`src/rtl/cmc_pkg.sv`:
```
/*
 file: constants for the can mode control and transmit priority block.
 assumes: used by cmc_top and its bench; register map reached over apb, one word each.
*/
package cmc_pkg;
   // ==========================================
   // register byte offsets
   localparam logic [7:0] CMC_OFS_CTRL2 = 8'h00;
   localparam logic [7:0] CMC_OFS_CTRL1 = 8'h04;
   localparam logic [7:0] CMC_OFS_STAT = 8'h08;
   localparam logic [7:0] CMC_OFS_LEN = 8'h0C;
   localparam logic [7:0] CMC_OFS_PRIO0 = 8'h10;
   localparam logic [7:0] CMC_OFS_TXE = 8'h20;
   localparam logic [7:0] CMC_OFS_IRQS = 8'h24;
   localparam logic [7:0] CMC_OFS_IRQM = 8'h28;
   localparam logic [7:0] CMC_OFS_SEL = 8'h2C;
   // ==========================================
   // second control register fields
   localparam int CMC_BIT_ENABLE = 7;
   localparam int CMC_BIT_CLOCK_SOURCE_SELECT = 6;
   localparam int CMC_BIT_LOOP = 5;
   localparam int CMC_BIT_MONITOR = 4;
   localparam int CMC_BIT_WFILT = 2;
   // first control register fields
   localparam int CMC_BIT_INIT_REQUEST = 0;
   localparam int CMC_BIT_WAKE_EN = 2;
   // status register fields
   localparam int CMC_BIT_INIT_ACKNOWLEDGE = 0;
   // interrupt status bits
   localparam int CMC_IRQ_TX = 0;
   localparam int CMC_IRQ_RX = 1;
   localparam int CMC_IRQ_WAKE = 2;
   localparam int CMC_IRQ_W = 3;
   // ==========================================
   // reset values and lengths
   localparam logic [7:0] CMC_CTRL2_RST = 8'h01;
   localparam logic [7:0] CMC_CTRL1_RST = 8'h01;
   localparam logic [3:0] CMC_LEN_MAX = 4'h8;
   // ==========================================
   // wake filter: least dominant pulse, in ns, and its cycle count at 100 MHz
   localparam int CMC_CLK_NS = 10;
   localparam int CMC_WAKE_PULSE_NS = 2000;
   localparam int CMC_WAKE_CYC = (CMC_WAKE_PULSE_NS + CMC_CLK_NS - 1) / CMC_CLK_NS;
   typedef enum logic [2:0] {
      CMC_ST_IDLE = 3'b001,
      CMC_ST_SEND = 3'b010,
      CMC_ST_DONE = 3'b100
   } cmc_state_t;
endpackage

```
`src/rtl/cmc_top.sv`:
```
/*
 file: mode control, length code and local transmit priority of a can controller.
 assumes: apb master on the register side; bit-level framing lives outside and is
 driven through the frame strobe ports; special_mode is a static system strap.
*/
// Decided for this implementation: the register offsets and the APB register port.
`timescale 1ns/1ps
// How it works
// [RULE1] enable bit seven switches the controller on
// [RULE2] control writes only while init requested and acknowledged
// [RULE3] enable write once, unless special mode
// [RULE4] bit six picks oscillator or bus clock
// [RULE5] loopback feeds transmit stream into receiver
// [RULE6] loopback ignores rx pin, tx recessive
// [RULE7] loopback ignores ack slot, raises both interrupts
// [RULE8] monitor mode receives, never acks or errors; code only gates error frames, bus_tx_pin is not held recessive
// [RULE9] monitor freezes error counters, blocks transmit
// [RULE10] wake filter: any dominant or long pulse
// [RULE11] length code low nibble, zero to eight bytes
// [RULE12] remote frame sends code, zero data bytes
// [RULE13] non-empty buffers arbitrate just before start
// [RULE14] smallest local priority value wins
// [RULE15] equal priority goes to lowest buffer
// [RULE16] codes above eight send eight bytes
module cmc_top
#(
   parameter int NUM_BUF = 3,
   parameter int WAKE_CYC = cmc_pkg::CMC_WAKE_CYC
)
(
   input wire logic clock,
   input wire logic resetn,
   input wire logic special_mode,
   input wire logic psel,
   input wire logic penable,
   input wire logic pwrite,
   input wire logic [7:0] paddr,
   input wire logic [31:0] pwdata,
   output logic [31:0] prdata,
   output logic pready,
   output logic pslverr,
   input wire logic osc_clk_tick,
   input wire logic bus_clk_tick,
   input wire logic sof_request,
   input wire logic remote_frame,
   input wire logic ctrl_tx_bit,
   input wire logic ctrl_tx_oe,
   input wire logic ack_slot,
   input wire logic frame_tx_done,
   input wire logic frame_rx_done,
   input wire logic err_inc_tx,
   input wire logic err_inc_rx,
   input wire logic bus_rx_pin,
   output logic bus_tx_pin,
   output logic ctrl_rx_bit,
   output logic ack_ignore,
   output logic error_frame_allow,
   output logic controller_enable,
   output logic clock_source_select,
   output logic can_clk_tick,
   output logic tx_start,
   output logic [1:0] tx_buf_sel,
   output logic [3:0] tx_length_code,
   output logic [3:0] tx_byte_count,
   output logic [7:0] tx_err_count,
   output logic [7:0] rx_err_count,
   output logic wake_event,
   output logic irq
);
   import cmc_pkg::*;

   // ==========================================
   // state
   typedef struct packed {
      logic [7:0] ctrl2;
      logic [7:0] ctrl1;
      logic init_acknowledge;
      logic en_written;
      logic [3:0] len;
      logic [NUM_BUF-1:0][7:0] prio;
      logic [NUM_BUF-1:0] txe;
      logic [CMC_IRQ_W-1:0] irqs;
      logic [CMC_IRQ_W-1:0] irqm;
      logic [1:0] sel;
      logic [3:0] cnt;
      logic start;
      logic [7:0] tec;
      logic [7:0] rec;
      logic [15:0] wcnt;
      logic wake;
      logic [31:0] rdata;
      cmc_state_t st;
   } cmc_state_s_t;

   cmc_state_s_t s_r;
   cmc_state_s_t s_nxt;

   logic acc;
   logic wr;
   logic in_init;
   logic loop_on;
   logic mon_on;
   logic [1:0] win_idx;
   logic win_any;
   logic [7:0] win_prio;
   logic [CMC_IRQ_W-1:0] ev;

   assign acc = psel && penable;
   assign wr = acc && pwrite;
   assign in_init = s_r.ctrl1[CMC_BIT_INIT_REQUEST] && s_r.init_acknowledge;
   assign loop_on = s_r.ctrl2[CMC_BIT_LOOP];
   assign mon_on = s_r.ctrl2[CMC_BIT_MONITOR];

   // ==========================================
   // local priority arbitration
   always_comb
   begin
      win_any = 1'b0;
      win_idx = 2'd0;
      win_prio = 8'hFF;
      for (int i = 0; i < NUM_BUF; i++)
      begin
         // strict less-than keeps the lowest index on a tie [RULE15]
         if (!s_r.txe[i] && (!win_any || s_r.prio[i] < win_prio)) // [RULE13] [RULE14]
         begin
            win_any = 1'b1;
            win_idx = 2'(i);
            win_prio = s_r.prio[i];
         end
      end
   end

   // ==========================================
   // next state
   always_comb
   begin
      s_nxt = s_r;
      s_nxt.start = 1'b0;
      s_nxt.wake = 1'b0;
      // acknowledge follows the request one cycle later
      s_nxt.init_acknowledge = s_r.ctrl1[CMC_BIT_INIT_REQUEST];
      if (wr && paddr == CMC_OFS_CTRL1)
      begin
         s_nxt.ctrl1 = pwdata[7:0];
      end
      if (wr && paddr == CMC_OFS_CTRL2 && in_init) // [RULE2]
      begin
         s_nxt.ctrl2[6:0] = pwdata[6:0];
         // enable is sticky after its first write outside special mode [RULE3]
         if (special_mode || !s_r.en_written)
         begin
            s_nxt.ctrl2[CMC_BIT_ENABLE] = pwdata[CMC_BIT_ENABLE];
            s_nxt.en_written = 1'b1;
         end
      end
      if (wr && paddr == CMC_OFS_LEN)
      begin
         s_nxt.len = pwdata[3:0]; // [RULE11]
      end
      for (int i = 0; i < NUM_BUF; i++)
      begin
         if (wr && paddr == CMC_OFS_PRIO0 + 8'(4 * i))
         begin
            s_nxt.prio[i] = pwdata[7:0];
         end
         if (wr && paddr == CMC_OFS_TXE)
         begin
            s_nxt.txe[i] = pwdata[i];
         end
      end
      if (wr && paddr == CMC_OFS_IRQM)
      begin
         s_nxt.irqm = pwdata[CMC_IRQ_W-1:0];
      end

      // transmit sequencing
      case (s_r.st)
         CMC_ST_IDLE:
         begin
            // monitor mode never transmits [RULE9]
            if (controller_enable && !mon_on && sof_request && win_any) // [RULE1] [RULE13]
            begin
               s_nxt.sel = win_idx;
               s_nxt.start = 1'b1;
               // remote frames carry no data [RULE12], long codes clip to eight [RULE16]
               s_nxt.cnt = remote_frame ? 4'h0 : (s_r.len > CMC_LEN_MAX ? CMC_LEN_MAX : s_r.len);
               s_nxt.st = CMC_ST_SEND;
            end
         end
         CMC_ST_SEND:
         begin
            if (frame_tx_done)
            begin
               s_nxt.txe[s_r.sel] = 1'b1;
               s_nxt.st = CMC_ST_DONE;
            end
         end
         CMC_ST_DONE:
         begin
            s_nxt.st = CMC_ST_IDLE;
         end
         default:
         begin
            s_nxt.st = CMC_ST_IDLE;
         end
      endcase

      // error counters frozen in monitor mode [RULE9]
      if (controller_enable && !mon_on)
      begin
         if (err_inc_tx && s_r.tec != 8'hFF)
            s_nxt.tec = s_r.tec + 8'd1;
         if (err_inc_rx && s_r.rec != 8'hFF)
            s_nxt.rec = s_r.rec + 8'd1;
      end

      // wake detection on a dominant (low) bus level [RULE10]
      if (s_r.ctrl1[CMC_BIT_WAKE_EN] && !bus_rx_pin)
      begin
         if (s_r.wcnt != 16'hFFFF)
            s_nxt.wcnt = s_r.wcnt + 16'd1;
         if (!s_r.ctrl2[CMC_BIT_WFILT] || 32'(s_r.wcnt) + 32'd1 == WAKE_CYC)
            s_nxt.wake = (s_r.wcnt == 16'd0) || s_r.ctrl2[CMC_BIT_WFILT];
      end
      else
      begin
         s_nxt.wcnt = 16'd0;
      end

      // sticky interrupts: a set in the clearing cycle wins
      if (wr && paddr == CMC_OFS_IRQS)
         s_nxt.irqs = s_r.irqs & ~pwdata[CMC_IRQ_W-1:0];
      s_nxt.irqs = s_nxt.irqs | ev;

      // read data captured in the setup phase, shown in the access phase
      if (psel && !penable)
      begin
         s_nxt.rdata = 32'h0000_0000;
         case (paddr)
            CMC_OFS_CTRL2: s_nxt.rdata[7:0] = s_r.ctrl2;
            CMC_OFS_CTRL1: s_nxt.rdata[7:0] = s_r.ctrl1;
            CMC_OFS_STAT: s_nxt.rdata[CMC_BIT_INIT_ACKNOWLEDGE] = s_r.init_acknowledge;
            CMC_OFS_LEN: s_nxt.rdata[3:0] = s_r.len;
            CMC_OFS_TXE: s_nxt.rdata[NUM_BUF-1:0] = s_r.txe;
            CMC_OFS_IRQS: s_nxt.rdata[CMC_IRQ_W-1:0] = s_r.irqs;
            CMC_OFS_IRQM: s_nxt.rdata[CMC_IRQ_W-1:0] = s_r.irqm;
            CMC_OFS_SEL: s_nxt.rdata[15:0] = {s_r.rec, s_r.tec};
            default:
            begin
               for (int i = 0; i < NUM_BUF; i++)
                  if (paddr == CMC_OFS_PRIO0 + 8'(4 * i))
                     s_nxt.rdata[7:0] = s_r.prio[i];
            end
         endcase
      end
   end

   // both events raised in loopback just as on the real bus [RULE7]
   assign ev = {s_r.wake, frame_rx_done, frame_tx_done && s_r.st == CMC_ST_SEND};

   always_ff @(posedge clock or negedge resetn)
   begin
      if (!resetn)
      begin
         s_r <= '0;
         s_r.ctrl2 <= CMC_CTRL2_RST;
         s_r.ctrl1 <= CMC_CTRL1_RST;
         s_r.txe <= '1;
         s_r.st <= CMC_ST_IDLE;
      end
      else
      begin
         s_r <= s_nxt;
      end
   end

   // ==========================================
   // outputs
   assign controller_enable = s_r.ctrl2[CMC_BIT_ENABLE]; // [RULE1]
   assign clock_source_select = s_r.ctrl2[CMC_BIT_CLOCK_SOURCE_SELECT];
   assign can_clk_tick = clock_source_select ? bus_clk_tick : osc_clk_tick; // [RULE4]
   // loopback: own stream to receiver, pin ignored, line held recessive [RULE5] [RULE6]
   assign ctrl_rx_bit = loop_on ? ctrl_tx_bit : bus_rx_pin;
   assign bus_tx_pin = (!controller_enable || loop_on || !ctrl_tx_oe) ? 1'b1 : ctrl_tx_bit;
   // acknowledge slot level does not matter to our own frame in loopback [RULE7]
   assign ack_ignore = loop_on && ack_slot;
   // monitor mode: no error frames; bus_tx_pin still follows ctrl_tx_bit while ctrl_tx_oe [RULE8]
   assign error_frame_allow = controller_enable && !mon_on;
   assign tx_start = s_r.start;
   assign tx_buf_sel = s_r.sel;
   assign tx_length_code = s_r.len; // [RULE12]
   assign tx_byte_count = s_r.cnt;
   assign tx_err_count = s_r.tec;
   assign rx_err_count = s_r.rec;
   assign wake_event = s_r.wake;
   assign irq = |(s_r.irqs & s_r.irqm);
   assign prdata = s_r.rdata;
   assign pready = 1'b1;
   assign pslverr = 1'b0;
endmodule

```
`config.mk`:
```
export PLATFORM = sky130hd
export DESIGN_NAME = cmc_top
export DESIGN_NICKNAME = d
export VERILOG_FILES = /design/src/rtl/cmc_pkg.sv /design/src/rtl/cmc_top.sv
export SDC_FILE = /design/constraint.sdc
export NUM_CORES = 1
export LEC_CHECK = 0
export BUFFER_PORTS_ARGS = -buffer_cell sky130_fd_sc_hd__buf_4
export CORE_ASPECT_RATIO = 0.75
export CORE_UTILIZATION = 55
export DETAILED_ROUTE_END_ITERATION = 10
export PLACE_DENSITY_LB_ADDON = 0.25
export SLEW_MARGIN = 15
export SYNTH_ARGS = -nofsm -noshare
export SYNTH_HDL_FRONTEND = slang
export SYNTH_SLANG_ARGS = --single-unit
```
`constraint.sdc`:
```
create_clock -name clock -period 4.65 [get_ports clock]
set_clock_uncertainty 0.15 [all_clocks]
set_input_delay 0.6975 -clock clock [delete_from_list [all_inputs] [get_ports clock]]
set_output_delay 0.6975 -clock clock [all_outputs]
set_load 0.02 [all_outputs]
```
==> flow_metrics.py <==
metrics = {
    "cts": {
        "hold_buffers": 0,
        "post_cts_buffers": 0,
        "cts_tree": "built",
        "h-tree-depth": 4,
        "clock_latency_ns": 0.42,
        "clk_pin_slew_worst_paths_ns": 0.06,
        "cts_sinks": 114,
        "root_buffer": "clkbuf_16",
        "post_cts_resize_count": 0,
        "cts_max_path_buffers": 2,
        "cts_buffers": 17,
    },
    "global_route": {
        "grt_pass1_vias": 4755,
        "track_usage": 0.2760,
        "grt_pass1_wl_um": 24960,
        "grt_max_degree": 61,
        "grt-ovfl-total": 0,
        "antenna_found_initial": 1,
    },
    "setup_path": {
        "crit_family": "compound AO/OA/AOI/OAI gates",
        "crit_fanout": 14,
        "criticalPathCategory": "register to register",
        "timing.rr.start": "s_r[81]",
        "r2r_end": "tx_buf_sel[0]",
        "reg2regPathDepth": 15,
        "cp_slowest_cell": "dfstp_2",
        "max_stage_delay_ns": 0.70,
        "path_cells": "nor2_1 > ha_1 > a21oi_1 > nand2_1 > a211o_1 > o22ai_1 > buf_4 > nor2_1 > a21oi_1 > ha_1 > a21oi_1 > o21ai_0 > nor4_1 > a31oi_1 > a221o_1",
        "path_common_cell": "a21oi_1",
        "worstPathArrival_ns": 4.31,
        "cp-end-kind": "register",
        "cp.required_ns": 4.79,
        "r2r_slack_ns": 0.48,
        "setup.worst_path.start": "s_r[81]",
        "endpoint": "tx_buf_sel[0]",
        "cp-start-kind": "register",
        "crit_buf_inv": 1,
        "cp.depth": 15,
    },
    "final_layout": {
        "fillers": 885,
        "seq_area_um2": 2860,
        "mostFrequentLayoutCell": "dfrtp_1",
        "nNetsFinal": 742,
        "final_cell_mix": "dfrtp_1 (108), buf_4 (92), nand2_1 (56)",
        "syn_to_final_growth_pct": 15.78,
        "drive_above_1_share": 0.2906,
        "multi_input_area_um2": 2978,
    },
    "timing": {
        "max-slew-margin-rel": 0.4603,
        "setup_tns_ns": 0,
        "finalHoldViolCount": 0,
        "period_needed_ns": 4.170,
        "rsz0062_at_grt": "false",
        "period_share": 0.8968,
        "setup_viol": 0,
        "fmax_ghz": 0.2398,
        "slew_viol_final": 0,
        "tightestPinTransition_ns": 0.8079,
    },
    "synthesis": {
        "synthFlopType": "dfrtp_1",
        "yosysSeqAreaShare": 0.4474,
        "ys_seq_elements": 114,
        "netlist_instances": 625,
        "netlist_area_um2": 6392,
        "synth_warnings": 0,
        "syn_avg_cell_area_um2": 10.23,
        "async_flop_share": 1.000,
        "synth_edf_count": 0,
        "synthDistinctLibCells": 68,
    },
    "power": {
        "p_total_mw": 2.598,
        "p_leak_nw": 3.634,
        "ir_drop_uv": 280.6,
        "power.density_nw_per_um2": 351.0,
    },
    "drt": {
        "drt_first_pass_iters": 7,
        "drt_wl_total_um": 15580,
        "ant_nets": 0,
        "wl_per_cell_um": 19.02,
        "drc": 0,
        "num_vias": 4846,
        "drtIter0Drc": 316,
        "viasPerCell": 5.917,
    },
    "placed_design": {
        "port_buffers": 85,
        "dp_hpwl_um": 11020,
        "gp_congestion": 0.8828,
    },
    "job": {
        "max-cap-violations": 0,
    },
    "die": {
        "die_x_um": 126.5,
        "core_um2": 11110,
        "die-area_um2": 12060,
        "start_util": 0.5755,
        "ios": 128,
        "rows": 33,
        "die_h_um": 95.37,
    },
    "min_path": {
        "min_path_type": "input port to asynchronous set/reset pin",
    },
    "status": {
        "outcome": "completed",
    },
}
-- cells in the mapped netlist (all sizes together), types with 6 or more instances --
library cell / n / area share
nand2: 57 / 0.034
dfstp: 6 / 0.025
clkbuf: 15 / 0.0092
mux2i: 8 / 0.013
inv: 13 / 0.0076
dfrtp: 108 / 0.42
ha: 19 / 0.037
nor2: 54 / 0.032
nand3: 33 / 0.027
a22o: 12 / 0.016
xor2: 11 / 0.015
nand4: 11 / 0.015
buf: 72 / 0.082
o21ai: 12 / 0.010
and2: 7 / 0.0069
a31oi: 6 / 0.0059
nor4: 6 / 0.011
a21oi: 33 / 0.026
and3: 9 / 0.0090
mux2: 50 / 0.089
xnor2: 18 / 0.025
-- area by class of cell --
cell class                 count  area share
tap                          140     0.02367
multi-input combinational    426      0.4024
clock buffer                  18     0.05934
antenna                        1   0.0003381
sequential                   114      0.3865
clock inverter                14     0.02739
inverter                      14    0.007101
timing repair buffer          92     0.09332
-- registers in the layout, indices dropped and copies added, names as in the netlist --
| register | flops |
|---|---|
| clock_source_select | 1 |
| tx_err_count | 8 |
| wake_event | 1 |
| tx_length_code | 4 |
| tx_buf_sel | 2 |
| loop_on | 1 |
| controller_enable | 1 |
| tx_start | 1 |
| s_r | 65 |
| mon_on | 1 |
| rx_err_count | 8 |
| prdata | 16 |
| tx_byte_count | 4 |
| s_nxt | 1 |
-- power by group --
part	switching (mW)	internal, mW
clock network	0.488	0.919
logic	0.111	0.0615
registers	0.0121	1.01
-- per-layer routing --
layer | track usage | wire length [um] | vias up
met5 | 0 | 0 | -
met4 | 0.1034 | 321 | 0
met3 | 0.06173 | 1042 | 29
met2 | 0.4300 | 7008 | 227
met1 | 0.3804 | 7209 | 2362
li1 | - | - | 2228
-- how the worst min path moves through the flow --
stage,slack (ns),cells after the start,end
after floorplan,0.25,0,clock_source_select
after global placement,0.26,0,s_r[113]
after detailed placement,0.26,0,s_r[113]
after CTS,0.24,1,clock_source_select
after global routing,0.26,1,s_r[89]
final,0.19,1,clock_source_select
-- through the flow --
step / setup WS (ns) / utilization / hold WS (ns) / std cells / area, um2
floorplan: 0.8537 / - / 0.2473 / 641 / 6452
global placement: 0.7205 / 0.6083 / 0.2589 / 786 / 6756
detailed placement: 0.5417 / 0.6083 / 0.2628 / 786 / 6756
CTS: 0.5194 / 0.6661 / 0.2415 / 818 / 7398
global route: 0.1740 / 0.6661 / 0.2640 / 818 / 7398
finish: 0.4797 / 0.6663 / 0.1949 / 819 / 7401
-- cell families after synthesis --
kind of cell	share of synthesized area
and+or+nand+nor	0.1627
xor gates and xnor gates	0.03973
adders and majority gates	0.03719
AOI/OAI and AO/OA	0.1080
DFF	0.4474
muxes	0.1047
buffers and inverters	0.09904
other	0.001175
Note: power is estimated with default switching activity, not from simulation.
